**src/rtl/tblwr_pkg.sv**
```systemverilog
// shared types and constants for the table-write execution block
// assumes a four-phase instruction cycle made from the core clock
package tblwr_pkg;
  localparam int unsigned CLK_MHZ       = 100;
  localparam int unsigned CLK_PERIOD_NS = 10;
  localparam int unsigned PHASES        = 4;
  localparam logic [1:0]  PH_LAST       = 2'h3;
  localparam logic [1:0]  PH_FIRST      = 2'h0;
  localparam int unsigned EXT_CYCLES    = 2;
  localparam logic [2:0]  EXT_LAST      = 3'h1;
  localparam logic [7:0]  BANK_LO_MASK  = 8'h0f;
  localparam logic [15:0] PTR_RST       = 16'h0000;
  localparam logic [15:0] LATCH_RST     = 16'h0000;
  localparam logic [7:0]  WORKING_REG_RST      = 8'h00;
  localparam logic [7:0]  BANK_RST      = 8'h00;

  typedef enum logic [1:0] {
    OP_NONE  = 2'b00,
    OP_STORE = 2'b01,
    OP_SUB   = 2'b10,
    OP_SUBB  = 2'b11
  } op_t;

  typedef struct packed {
    op_t        op;
    logic       half_sel;   // store: 0 low byte, 1 high byte
    logic       ptr_inc;    // store: advance pointer
    logic       dest_file;  // subtract: 1 result to file register
    logic [7:0] file_val;   // value read from the file register
  } cmd_t;

  typedef struct packed {
    logic ov;
    logic c;
    logic dc;
    logic z;
  } flags_t;
endpackage

```
**src/rtl/tblwr_exec.sv**
```systemverilog
// execution block for table writes and the subtract pair
// assumes the core issues one command while busy is low, and that the
// program memory accepts a word on pm_wr_stb and, if internal, answers
// with pm_done when its programming pulse ends
// Contract
// - table write first copies the file value into one latch half
// - half select 0 loads low latch byte, 1 loads high byte
// - then the whole 16-bit latch is written at the pointer
// - external target: store takes exactly two instruction cycles
// - internal target: write lasts until done, or ends on interrupt
// - increment bit 1 advances pointer after write, 0 leaves it
// - normal supply on program pin: sequence runs, word not programmed
`timescale 1ns/1ps
module tblwr_exec #(
  parameter bit SMALL_VARIANT = 1'b0  // keep only four bank bits
) (
  input  wire logic              ref_clk,     // core clock
  input  wire logic              rst_n,       // sync reset, active low
  input  wire logic              cmd_valid,   // command strobe
  input  tblwr_pkg::cmd_t        cmd,         // decoded command
  input  wire logic              ptr_load,    // software pointer load
  input  wire logic [15:0]       ptr_val,     // pointer load value
  input  wire logic              bank_wr,     // bank select write
  input  wire logic [7:0]        bank_val,    // bank select value
  input  wire logic              work_wr,     // working register write
  input  wire logic [7:0]        work_val,    // working register value
  input  wire logic              ptr_is_int,  // pointer hits internal
  input  wire logic              vpp_high,    // program pin at prog level
  input  wire logic              irq,         // interrupt received
  input  wire logic              pm_done,     // internal program done
  output logic                   busy,        // command in progress
  output logic                   pm_wr_stb,   // word write strobe
  output logic                   pm_prog_en,  // programming enabled
  output logic [15:0]            pm_addr,     // program word address
  output logic [15:0]            pm_data,     // program word data
  output logic [15:0]            program_word_pointer, // pointer
  output logic [15:0]            program_word_latch,   // table latch
  output logic [7:0]             bank_select_reg,      // bank readback
  output logic [7:0]             working_reg,          // working reg
  output tblwr_pkg::flags_t      alu_flags,   // status flags
  output logic                   file_wr,     // file write pulse
  output logic [7:0]             file_wr_val  // file write data
);
  import tblwr_pkg::*;

  typedef enum logic [1:0] {
    ST_IDLE = 2'b00,
    ST_EXT  = 2'b01,
    ST_INT  = 2'b10
  } state_t;

  state_t      state_q;
  logic [1:0]  phase_q;
  logic [2:0]  cyc_q;
  logic        inc_q;
  logic        prog_q;
  logic        stb_q;
  logic [15:0] ptr_q;
  logic [15:0] latch_q;
  logic [7:0]  bank_q;
  logic [7:0]  work_q;
  flags_t      flags_q;
  logic        fwr_q;
  logic [7:0]  fval_q;
  logic        start_st;
  logic        start_sub;
  logic        cyc_end;
  logic        st_end;
  flags_t      sub_flags;
  logic [7:0]  sub_res;

  assign busy      = (state_q != ST_IDLE);
  assign start_st  = cmd_valid & ~busy & (cmd.op == OP_STORE);
  assign start_sub = cmd_valid & ~busy &
                     ((cmd.op == OP_SUB) | (cmd.op == OP_SUBB));
  assign cyc_end   = (phase_q == PH_LAST);
  // internal writes stop on completion or on the first interrupt
  assign st_end    = ((state_q == ST_EXT) & cyc_end & (cyc_q == EXT_LAST)) |
                     ((state_q == ST_INT) & (pm_done | irq));

  // four-phase instruction timing, restarts with each store
  always_ff @(posedge ref_clk) begin
    if (!rst_n | start_st) begin
      phase_q <= PH_FIRST;
    end else begin
      phase_q <= phase_q + 2'h1;
    end
  end

  always_ff @(posedge ref_clk) begin
    if (!rst_n | start_st) begin
      cyc_q <= 3'h0;
    end else if (cyc_end) begin
      cyc_q <= cyc_q + 3'h1;
    end
  end

  always_ff @(posedge ref_clk) begin
    if (!rst_n) begin
      state_q <= ST_IDLE;
    end else if (start_st) begin
      state_q <= ptr_is_int ? ST_INT : ST_EXT;
    end else if (st_end) begin
      state_q <= ST_IDLE;
    end
  end

  // latch half is loaded in the issue cycle, before the word goes out
  always_ff @(posedge ref_clk) begin
    if (!rst_n) begin
      latch_q <= LATCH_RST;
    end else if (start_st) begin
      if (cmd.half_sel) begin
        latch_q[15:8] <= cmd.file_val;
      end else begin
        latch_q[7:0] <= cmd.file_val;
      end
    end
  end

  always_ff @(posedge ref_clk) begin
    if (!rst_n) begin
      inc_q  <= 1'b0;
      prog_q <= 1'b0;
    end else if (start_st) begin
      inc_q  <= cmd.ptr_inc;
      prog_q <= vpp_high;
    end
  end

  // one write strobe, the cycle after the latch half is loaded
  always_ff @(posedge ref_clk) begin
    if (!rst_n) begin
      stb_q <= 1'b0;
    end else begin
      stb_q <= start_st;
    end
  end

  always_ff @(posedge ref_clk) begin
    if (!rst_n) begin
      ptr_q <= PTR_RST;
    end else if (st_end & inc_q) begin
      ptr_q <= ptr_q + 16'h0001;
    end else if (ptr_load & ~busy) begin
      ptr_q <= ptr_val;
    end
  end

  always_ff @(posedge ref_clk) begin
    if (!rst_n) begin
      bank_q <= BANK_RST;
    end else if (bank_wr) begin
      bank_q <= SMALL_VARIANT ? (bank_val & BANK_LO_MASK) : bank_val;
    end
  end

  sub_alu u_sub (
    .file_val   (cmd.file_val),
    .work_val   (work_q),
    .use_borrow (cmd.op == OP_SUBB),
    .carry_in   (flags_q.c),
    .flags      (sub_flags),
    .result     (sub_res)
  );

  always_ff @(posedge ref_clk) begin
    if (!rst_n) begin
      flags_q <= '0;
    end else if (start_sub) begin
      flags_q <= sub_flags;
    end
  end

  always_ff @(posedge ref_clk) begin
    if (!rst_n) begin
      work_q <= WORKING_REG_RST;
    end else if (start_sub & ~cmd.dest_file) begin
      work_q <= sub_res;
    end else if (work_wr) begin
      work_q <= work_val;
    end
  end

  always_ff @(posedge ref_clk) begin
    if (!rst_n) begin
      fwr_q  <= 1'b0;
      fval_q <= 8'h00;
    end else begin
      fwr_q <= start_sub & cmd.dest_file;
      if (start_sub & cmd.dest_file) begin
        fval_q <= sub_res;
      end
    end
  end

  assign pm_wr_stb            = stb_q;
  assign pm_prog_en           = busy & prog_q & (state_q == ST_INT);
  assign pm_addr              = ptr_q;
  assign pm_data              = latch_q;
  assign program_word_pointer = ptr_q;
  assign program_word_latch   = latch_q;
  assign bank_select_reg      = bank_q;
  assign working_reg          = work_q;
  assign alu_flags            = flags_q;
  assign file_wr              = fwr_q;
  assign file_wr_val          = fval_q;
endmodule

```
**src/rtl/sub_alu.sv**
```systemverilog
// subtract unit: file minus working register, optional borrow
// purely combinational; caller registers the outputs
`timescale 1ns/1ps
module sub_alu (
  input  wire logic [7:0]      file_val,   // minuend
  input  wire logic [7:0]      work_val,   // subtrahend
  input  wire logic            use_borrow, // borrow form
  input  wire logic            carry_in,   // current carry
  output tblwr_pkg::flags_t    flags,      // resulting flags
  output logic [7:0]           result      // difference
);
  import tblwr_pkg::*;
  logic [8:0] full;
  logic [4:0] low;
  logic       bin;
  always_comb begin
    // carry clear means a borrow is pending
    bin  = use_borrow & ~carry_in;
    full = {1'b0, file_val} + {1'b0, ~work_val} + {8'h00, ~bin};
    low  = {1'b0, file_val[3:0]} + {1'b0, ~work_val[3:0]} + {4'h0, ~bin};
    result   = full[7:0];
    flags.c  = full[8];
    flags.dc = low[4];
    flags.z  = (full[7:0] == 8'h00);
    flags.ov = (file_val[7] != work_val[7]) & (full[7] != file_val[7]);
  end
endmodule

```
**config.mk**
```make
export PLATFORM = sky130hd
export DESIGN_NAME = tblwr_exec
export DESIGN_NICKNAME = d
export VERILOG_FILES = /design/src/rtl/tblwr_pkg.sv /design/src/rtl/tblwr_exec.sv /design/src/rtl/sub_alu.sv
export SDC_FILE = /design/constraint.sdc
export NUM_CORES = 1
export LEC_CHECK = 0
export ABC_CLOCK_PERIOD_IN_PS = 3600
export BUFFER_PORTS_ARGS = -buffer_cell sky130_fd_sc_hd__buf_2
export CELL_PAD_IN_SITES_DETAIL_PLACEMENT = 1
export CELL_PAD_IN_SITES_GLOBAL_PLACEMENT = 1
export CORE_MARGIN = 2
export CORE_UTILIZATION = 34
export DETAILED_ROUTE_END_ITERATION = 10
export MAX_ROUTING_LAYER = met4
export PLACE_DENSITY = 0.82
export REMOVE_ABC_BUFFERS = 1
export SETUP_SLACK_MARGIN = 0.1
export SYNTH_ARGS = -nofsm -noshare
export SYNTH_HDL_FRONTEND = slang
export SYNTH_HIERARCHICAL = 1
export SYNTH_SLANG_ARGS = --single-unit
```
**constraint.sdc**
```tcl
create_clock -name ref_clk -period 3.6 [get_ports ref_clk]
set_input_delay 1.08 -clock ref_clk [delete_from_list [all_inputs] [get_ports ref_clk]]
set_output_delay 1.08 -clock ref_clk [all_outputs]
set_load 0.01 [all_outputs]
```
==> results of run 1 <==
==> cell families (layout without fill, tap and decap cells) <==
family / Yosys count / after routing
AOI/OAI and AO/OA: 103 / 103
xor gates and xnor gates: 5 / 5
adders and majority gates: 13 / 13
buffers and inverters: 72 / 190
DFF: 71 / 71
muxes: 20 / 20
and+or+nand+nor: 152 / 152
==> per-stage QoR <==
stage                     instance area, µm²  hold WS, ps  TNS [ps]
after floorplan                         3340          399         0
after global placement                  4290          408         0
after detailed placement                4290          428     -89.5
after CTS                               4500          438         0
after global routing                    4500          461         0
final                                   4500          434         0
==> per-layer routing <==
layer  part of all wire (%)  up-vias  wire [µm]
met5                      0        -          0
met4                    2.0        0        221
met3                    3.4       16        368
met2                     51       83       5550
met1                     43     1705       4720
li1                       -     1723          -
==> power breakdown <==
group          internal [mW]  leakage (nW)  switching (mW)
clock                  0.375         0.109           0.298
combinational          0.149          1.42           0.200
sequential             0.825         0.581          0.0365
==> worst max-delay path: stages <==
cell       delay [ps]
buf_2             100
and2_1            120
nand2b_1           80
fa_1              420
inv_1              90
fa_1              210
nor2b_1            70
o21a_1            180
or3_1             340
a2111oi_1         420
nor4b_2           260
mux2i_1           110
nor2_1             90
==> worst paths after layout <==
path              slack [ps]  depth (start not counted)          from           end
setup reg to reg         800                         11  alu_flags[2]  alu_flags[0]
hold / removal           430                          1    phase_q[0]    phase_q[0]
setup / recovery         310                         13       cmd[12]  alu_flags[0]
hold reg to reg          430                          1    phase_q[0]    phase_q[0]
==> layout by cell type, fill, tap and decap left out, drive strengths merged, types with 11 or more instances in the layout <==
cell type,Yosys,final
inv,20,20
mux2i,20,20
a21oi,38,38
ha,11,11
nand3,24,24
dfxtp,71,71
buf,41,154
a211oi,12,12
o21ai,14,14
nor2,39,39
nand2,50,50
clkbuf,11,13
==> area by class of cell <==
type	instances	area, µm²	area share, %
Timing Repair Buffer	154	781	17.4
Clock buffer	13	169	3.76
Inverter	20	75.1	1.67
Tap cell	136	170	3.78
Clock inverter	3	40.0	0.890
Multi-Input combinational cell	293	1840	40.9
Sequential cell	71	1420	31.6
==> timing repair <==
action,in CTS,in global routing
setup buffers,0,0
endpoints found under the setup margin,0,1
gates resized for setup,0,1
==> results.md, run 1 <==
- Status: completed
- Setup ws final: 309 ps
- Relative slew slack: 52.8%
- Area growth, synth to finish: 22.6%
- Hold Vio Cnt, Final: 0
- Gpl congestion: 0.858
- Number of synthesis warnings: 6
- Number of flops mapped to enable cells by yosys: 0
- Core Rows: 37
- Vias: 3,527
- Xor/xnor share of the synthesized area: 1.19%
- Drt pass-1 iters: 6
- GR Layer Usage met3: 2.91%
- Routed Antenna Nets: 0
- Final setup violation count: 0
- Worst hold path class: flop to flop
- Area share of the largest cell type after synthesis: 38.8%
- Antenna violations before repair: 0
- Utilization after layout: 43.2%
- Synth area leaders: dfxtp_1, buf_4, mux2i_1
- Die area: 11,600 µm²
- Largest family of logic cells by synthesized area: simple AND/OR/NAND/NOR gates
- Global-route wire length before repair: 17.3 mm
- Leak pwr: 2.11 nW
- DP Cell Count: 674
- Layout cells sized above 1: 32.3%
- Top FF cell, synth: dfxtp_1
- # fillers: 1,320
- Overall power: 1.88 mW
- Mapped Cells: 436
- RSZ-0062 raised after global routing: false
- Pre-CTS WS: -89.5 ps
- Synth Area in Simple Gates: 20.4%
- Final critical-path required period: 3290 ps
- Root buffer cell: clkbuf_8
- Synthesized area per cell: 8.41 µm²
- Worst VDD drop: 0.000149 V
- Worst-Margin Slew: 708 ps
- Compound-Gate Fraction of Synth Area: 18.3%
- Final cell count without fillers: 690
- Clock slew at reported path FFs: 80 ps
- Critical path peak fanout: 4
- Top-count cell post-synth: dfxtp_1
- Period utilization: 91.4%
- Num CTS Buffers: 9
- CTS tree: yes
- GR Util met2: 32.3%
- Async SR Flop Fraction: 0%
- Vias/cell: 5.11
- Synth area leader: dfxtp_1
- CP Class: primary input to flop
- Clock Sinks: 71
- Die Span X: 108 µm
- Worst Skew: 10.1 ps
- DR WL/cell: 15.7 µm
- Initial Util: 35.2%
- # H-tree levels: 3
- # hold bufs at CTS: 0
- First DRT Iteration DRCs: 166
- Global route hottest layer: met2
- Number of max-cap violations: 0
- Seq/Total Area, Yosys: 38.8%
- Largest net degree at the start of global routing: 31
- Fmax: 0.304 GHz
- Ports: 151
- Synth cell count leaders: dfxtp_1, nand2_1, a21oi_1, nor2_1, buf_4
- Remaining DRCs: 0
- CORE AREA: 10,400 µm²
- Mapped cell area: 3670 µm²
- Synth Register Bits: 71
- GR Layer Usage met1: 23.7%
- Die Ht: 108 µm
- Mux contribution to synthesized area: 5.46%
- Vias in the first global route: 3,449
- Final nets: 617
- Cell Pwr Density: 419 nW/µm²
- Drt total wl: 10.9 mm
- Crit start category: primary input
- Crit path DAT: 3580 ps
- Global Route Usage Sum: 19.5%
- WP data required: 3890 ps
- Setup crit end kind: flop
- Yosys cell types: 58
- Worst-case clock buffer depth: 2
- Port buffer count: 150
- Worst-Skew Late Latency: 350 ps
- Antenna Cells: 0
- Post-Synth Adder-Cell Area: 4.84%
- GR Overflow Total: 0
- HPWL after DPL: 8.40 mm
- Slew Limit Fails: 0
No activity file was read; power rests on OpenSTA's default activity.
==> run 2, diff against run 1 <==
--- a/config.mk
+++ b/config.mk
@@ -5,7 +5,7 @@
 export SDC_FILE = /design/constraint.sdc
 export NUM_CORES = 1
 export LEC_CHECK = 0
-export ABC_CLOCK_PERIOD_IN_PS = 3600
+export ABC_CLOCK_PERIOD_IN_PS = 3200
 export BUFFER_PORTS_ARGS = -buffer_cell sky130_fd_sc_hd__buf_2
 export CELL_PAD_IN_SITES_DETAIL_PLACEMENT = 1
 export CELL_PAD_IN_SITES_GLOBAL_PLACEMENT = 1
==> constraint.sdc (replaced) <==
create_clock -name ref_clk -period 3.2 [get_ports ref_clk]
set_input_delay 0.96 -clock ref_clk [delete_from_list [all_inputs] [get_ports ref_clk]]
set_output_delay 0.96 -clock ref_clk [all_outputs]
set_load 0.01 [all_outputs]
==> run 2 against run 1 <==
Against the previous run:
- setup slack lost 270 ps
- total power rose by 13%
- critical endpoint unchanged
- non-clock buffer count is 8 higher
- flip-flop and latch count stayed put
- clock power is 7.1% higher
- critical path depth unchanged
==> results.md, run 2 (synthesized netlist as in run 1, its figures left out) <==
- Status: completed
- Port buffer count: 150 (unchanged)
- # H-tree levels: 3 (unchanged)
- Period utilization: 98.7%
- Clk pwr share: 33.9% (-1.8 points)
- Die Ht: 108 µm (unchanged)
- Cell Pwr Density: 462 nW/µm² (+10%)
- Most common cell after layout, fill and taps aside: buf_2
- Setup tns final: 0 ps (unchanged)
- Vias/cell: 5.13 (+0.28%)
- FF-to-FF Start: alu_flags[2]
- Root buffer cell: clkbuf_8
- Slew Limit Fails: 0 (unchanged)
- Clock Sinks: 71 (unchanged)
- Vias in the first global route: 3,663 (+6.2%)
- Levels on crit path: 13 (unchanged)
- Worst Skew: 14.4 ps (+4.27 ps)
- Num CTS Buffers: 9 (unchanged)
- Crit path DAT: 3440 ps (-140 ps)
- Hold Crit Depth: 1 (unchanged)
- Die area: 11,600 µm² (unchanged)
- Drt total wl: 11.5 mm (+6.0%)
- Overall power: 2.13 mW (+13%)
- Worst-case clock buffer depth: 2 (unchanged)
- Hold_sp: phase_q[0]
- Psw: 630 µW (+18%)
- Largest net degree at the start of global routing: 42 (+35%)
- Antenna Cells: 0 (unchanged)
- Core Rows: 37 (unchanged)
- Setup crit end: alu_flags[0]
- Most frequent CP cell: fa_2
- Worst VDD drop: 0.000149 V (about the same)
- Relative slew slack: 59.1% (+6.3 points)
- Layout cells sized above 1: 34.3% (+2.0 points)
- Crit path buf inv count: 2 (unchanged)
- R2R Path End: alu_flags[0]
- Combinational share of power: 20.6% (+2.1 points)
- Hold Vio Cnt, Final: 0 (unchanged)
- CP Class: primary input to flop
- Crit start category: primary input
- RSZ-0062 raised after global routing: true
- Clock slew at reported path FFs: 70 ps (about the same)
- Number of max-cap violations: 0 (unchanged)
- Ports: 151 (unchanged)
- GR Overflow Total: 0 (unchanged)
- Sw Share: 29.6% (+1.2 points)
- Most frequent cells in the layout: buf_2, dfxtp_1, nand2_1, nor2_1, a21oi_1
- Remaining DRCs: 0 (unchanged)
- Internal Power: 1.50 mW (+11%)
- Final setup violation count: 0 (unchanged)
- Critical path peak fanout: 3 (-1)
- Initial Util: 35.2% (unchanged)
- Global Route Usage Sum: 20.5% (+0.98 points)
- Worst path slowest cell: or3_4
- Setup crit end kind: flop
- First DRT Iteration DRCs: 115 (-31%)
- Critical-path cell list: buf_6 -> and2_4 -> nand2b_4 -> fa_2 -> inv_2 -> fa_2 -> nor2b_2 -> o21a_1 -> or3_4 -> a2111oi_4 -> nor4b_4 -> mux2i_1 -> nor2_1
- Drt pass-1 iters: 4 (-2)
- HPWL after DPL: 8.61 mm (+2.5%)
- Worst-Skew Late Latency: 350 ps (about the same)
- Seq pwr share: 45.5% (-0.2 points)
- Area growth, synth to finish: 25.8%
- Worst r2r path cells: 11 (unchanged)
- Vias: 3,578 (+1.4%)
- Gpl congestion: 0.828 (-3.5%)
- Leak pwr: 2.15 nW (+1.8%)
- Worst hold path class: flop to flop
- CP peak stage delay: 400 ps (-20 ps)
- Routed Antenna Nets: 0 (unchanged)
- Worst-Margin Slew: 613 ps (-94.8 ps)
- CORE AREA: 10,400 µm² (unchanged)
- Die Span X: 108 µm (unchanged)
- R2R Setup Slk: 410 ps (-390 ps)
- CTS tree: yes
- Antenna violations before repair: 0 (unchanged)
- Final critical-path required period: 3160 ps
- # hold bufs at CTS: 0 (unchanged)
- Global-route wire length before repair: 18.1 mm (+4.8%)
- CP startpoint: cmd[11]
- DR WL/cell: 16.5 µm (+4.7%)
- WP data required: 3480 ps (-410 ps)
- Final nets: 625 (+1.3%)
- Fmax: 0.316 GHz
- Family with the most delay on the worst path: simple AND/OR/NAND/NOR gates
==> run 2: cell count changes in the layout (fill, tap and decap cells not counted), sizes merged <==
cell and delta:
clkinvlp +1, buf +8, clkinv -1
==> run 2: repair_timing <==
item                       CTS  global route
pin swaps                    1             6
cloned                       0             0
resized for setup            6             8
setup buffers                0             2
setup endpoints to repair    1             2
==> run 2: power groups by stage <==
stage	clock (mW)	combinational (mW)	sequential, mW
final	0.721	0.438	0.970
after floorplan	0	0.201	1.01
after CTS	0.744	0.426	0.970
after global placement	0	0.386	0.987
after global routing	0.782	0.481	0.976
after detailed placement	0	0.407	0.990
==> run 2: per-stage QoR <==
step | utilization [%] | cells | worst slack, ps | hold slack [ps] | instance area, µm²
2_1_floorplan | - | 384 | 86.2 | 399 | 3340
3_3_place_gp | 41.7 | 680 | -132 | 410 | 4340
4_1_cts | 43.9 | 696 | 124 | 456 | 4570
5_1_grt | 44.3 | 698 | -61.8 | 466 | 4610
3_5_place_dp | 41.7 | 680 | -419 | 446 | 4340
6_report | 44.3 | 698 | 40.4 | 448 | 4610
==> run 2: metal layers <==
| metal | wire length, µm | global-route usage, % | vias up |
|---|---|---|---|
| li1 | - | - | 1737 |
| met1 | 4950 | 24.3 | 1729 |
| met2 | 5860 | 34.3 | 85 |
| met3 | 371 | 2.54 | 27 |
| met4 | 324 | 9.80 | 0 |
| met5 | 0 | - | - |
==> run 2: how the worst min path moves through the flow <==
stage                            end  slack, ps
after floorplan           phase_q[0]        400
after global placement    phase_q[0]        410
after detailed placement  phase_q[0]        450
after CTS                     prog_q        460
after global routing      phase_q[0]        470
final                     phase_q[0]        450
==> run 2: cell type report <==
cell class / instances / area (µm²)
repair buffers: 162 / 866
clock inverters: 3 / 42.5
multi-input cells: 293 / 1890
clock buffers: 13 / 149
inverters: 20 / 75.1
flip-flops and latches: 71 / 1420
fillers: 1326 / 5800
well taps: 136 / 170
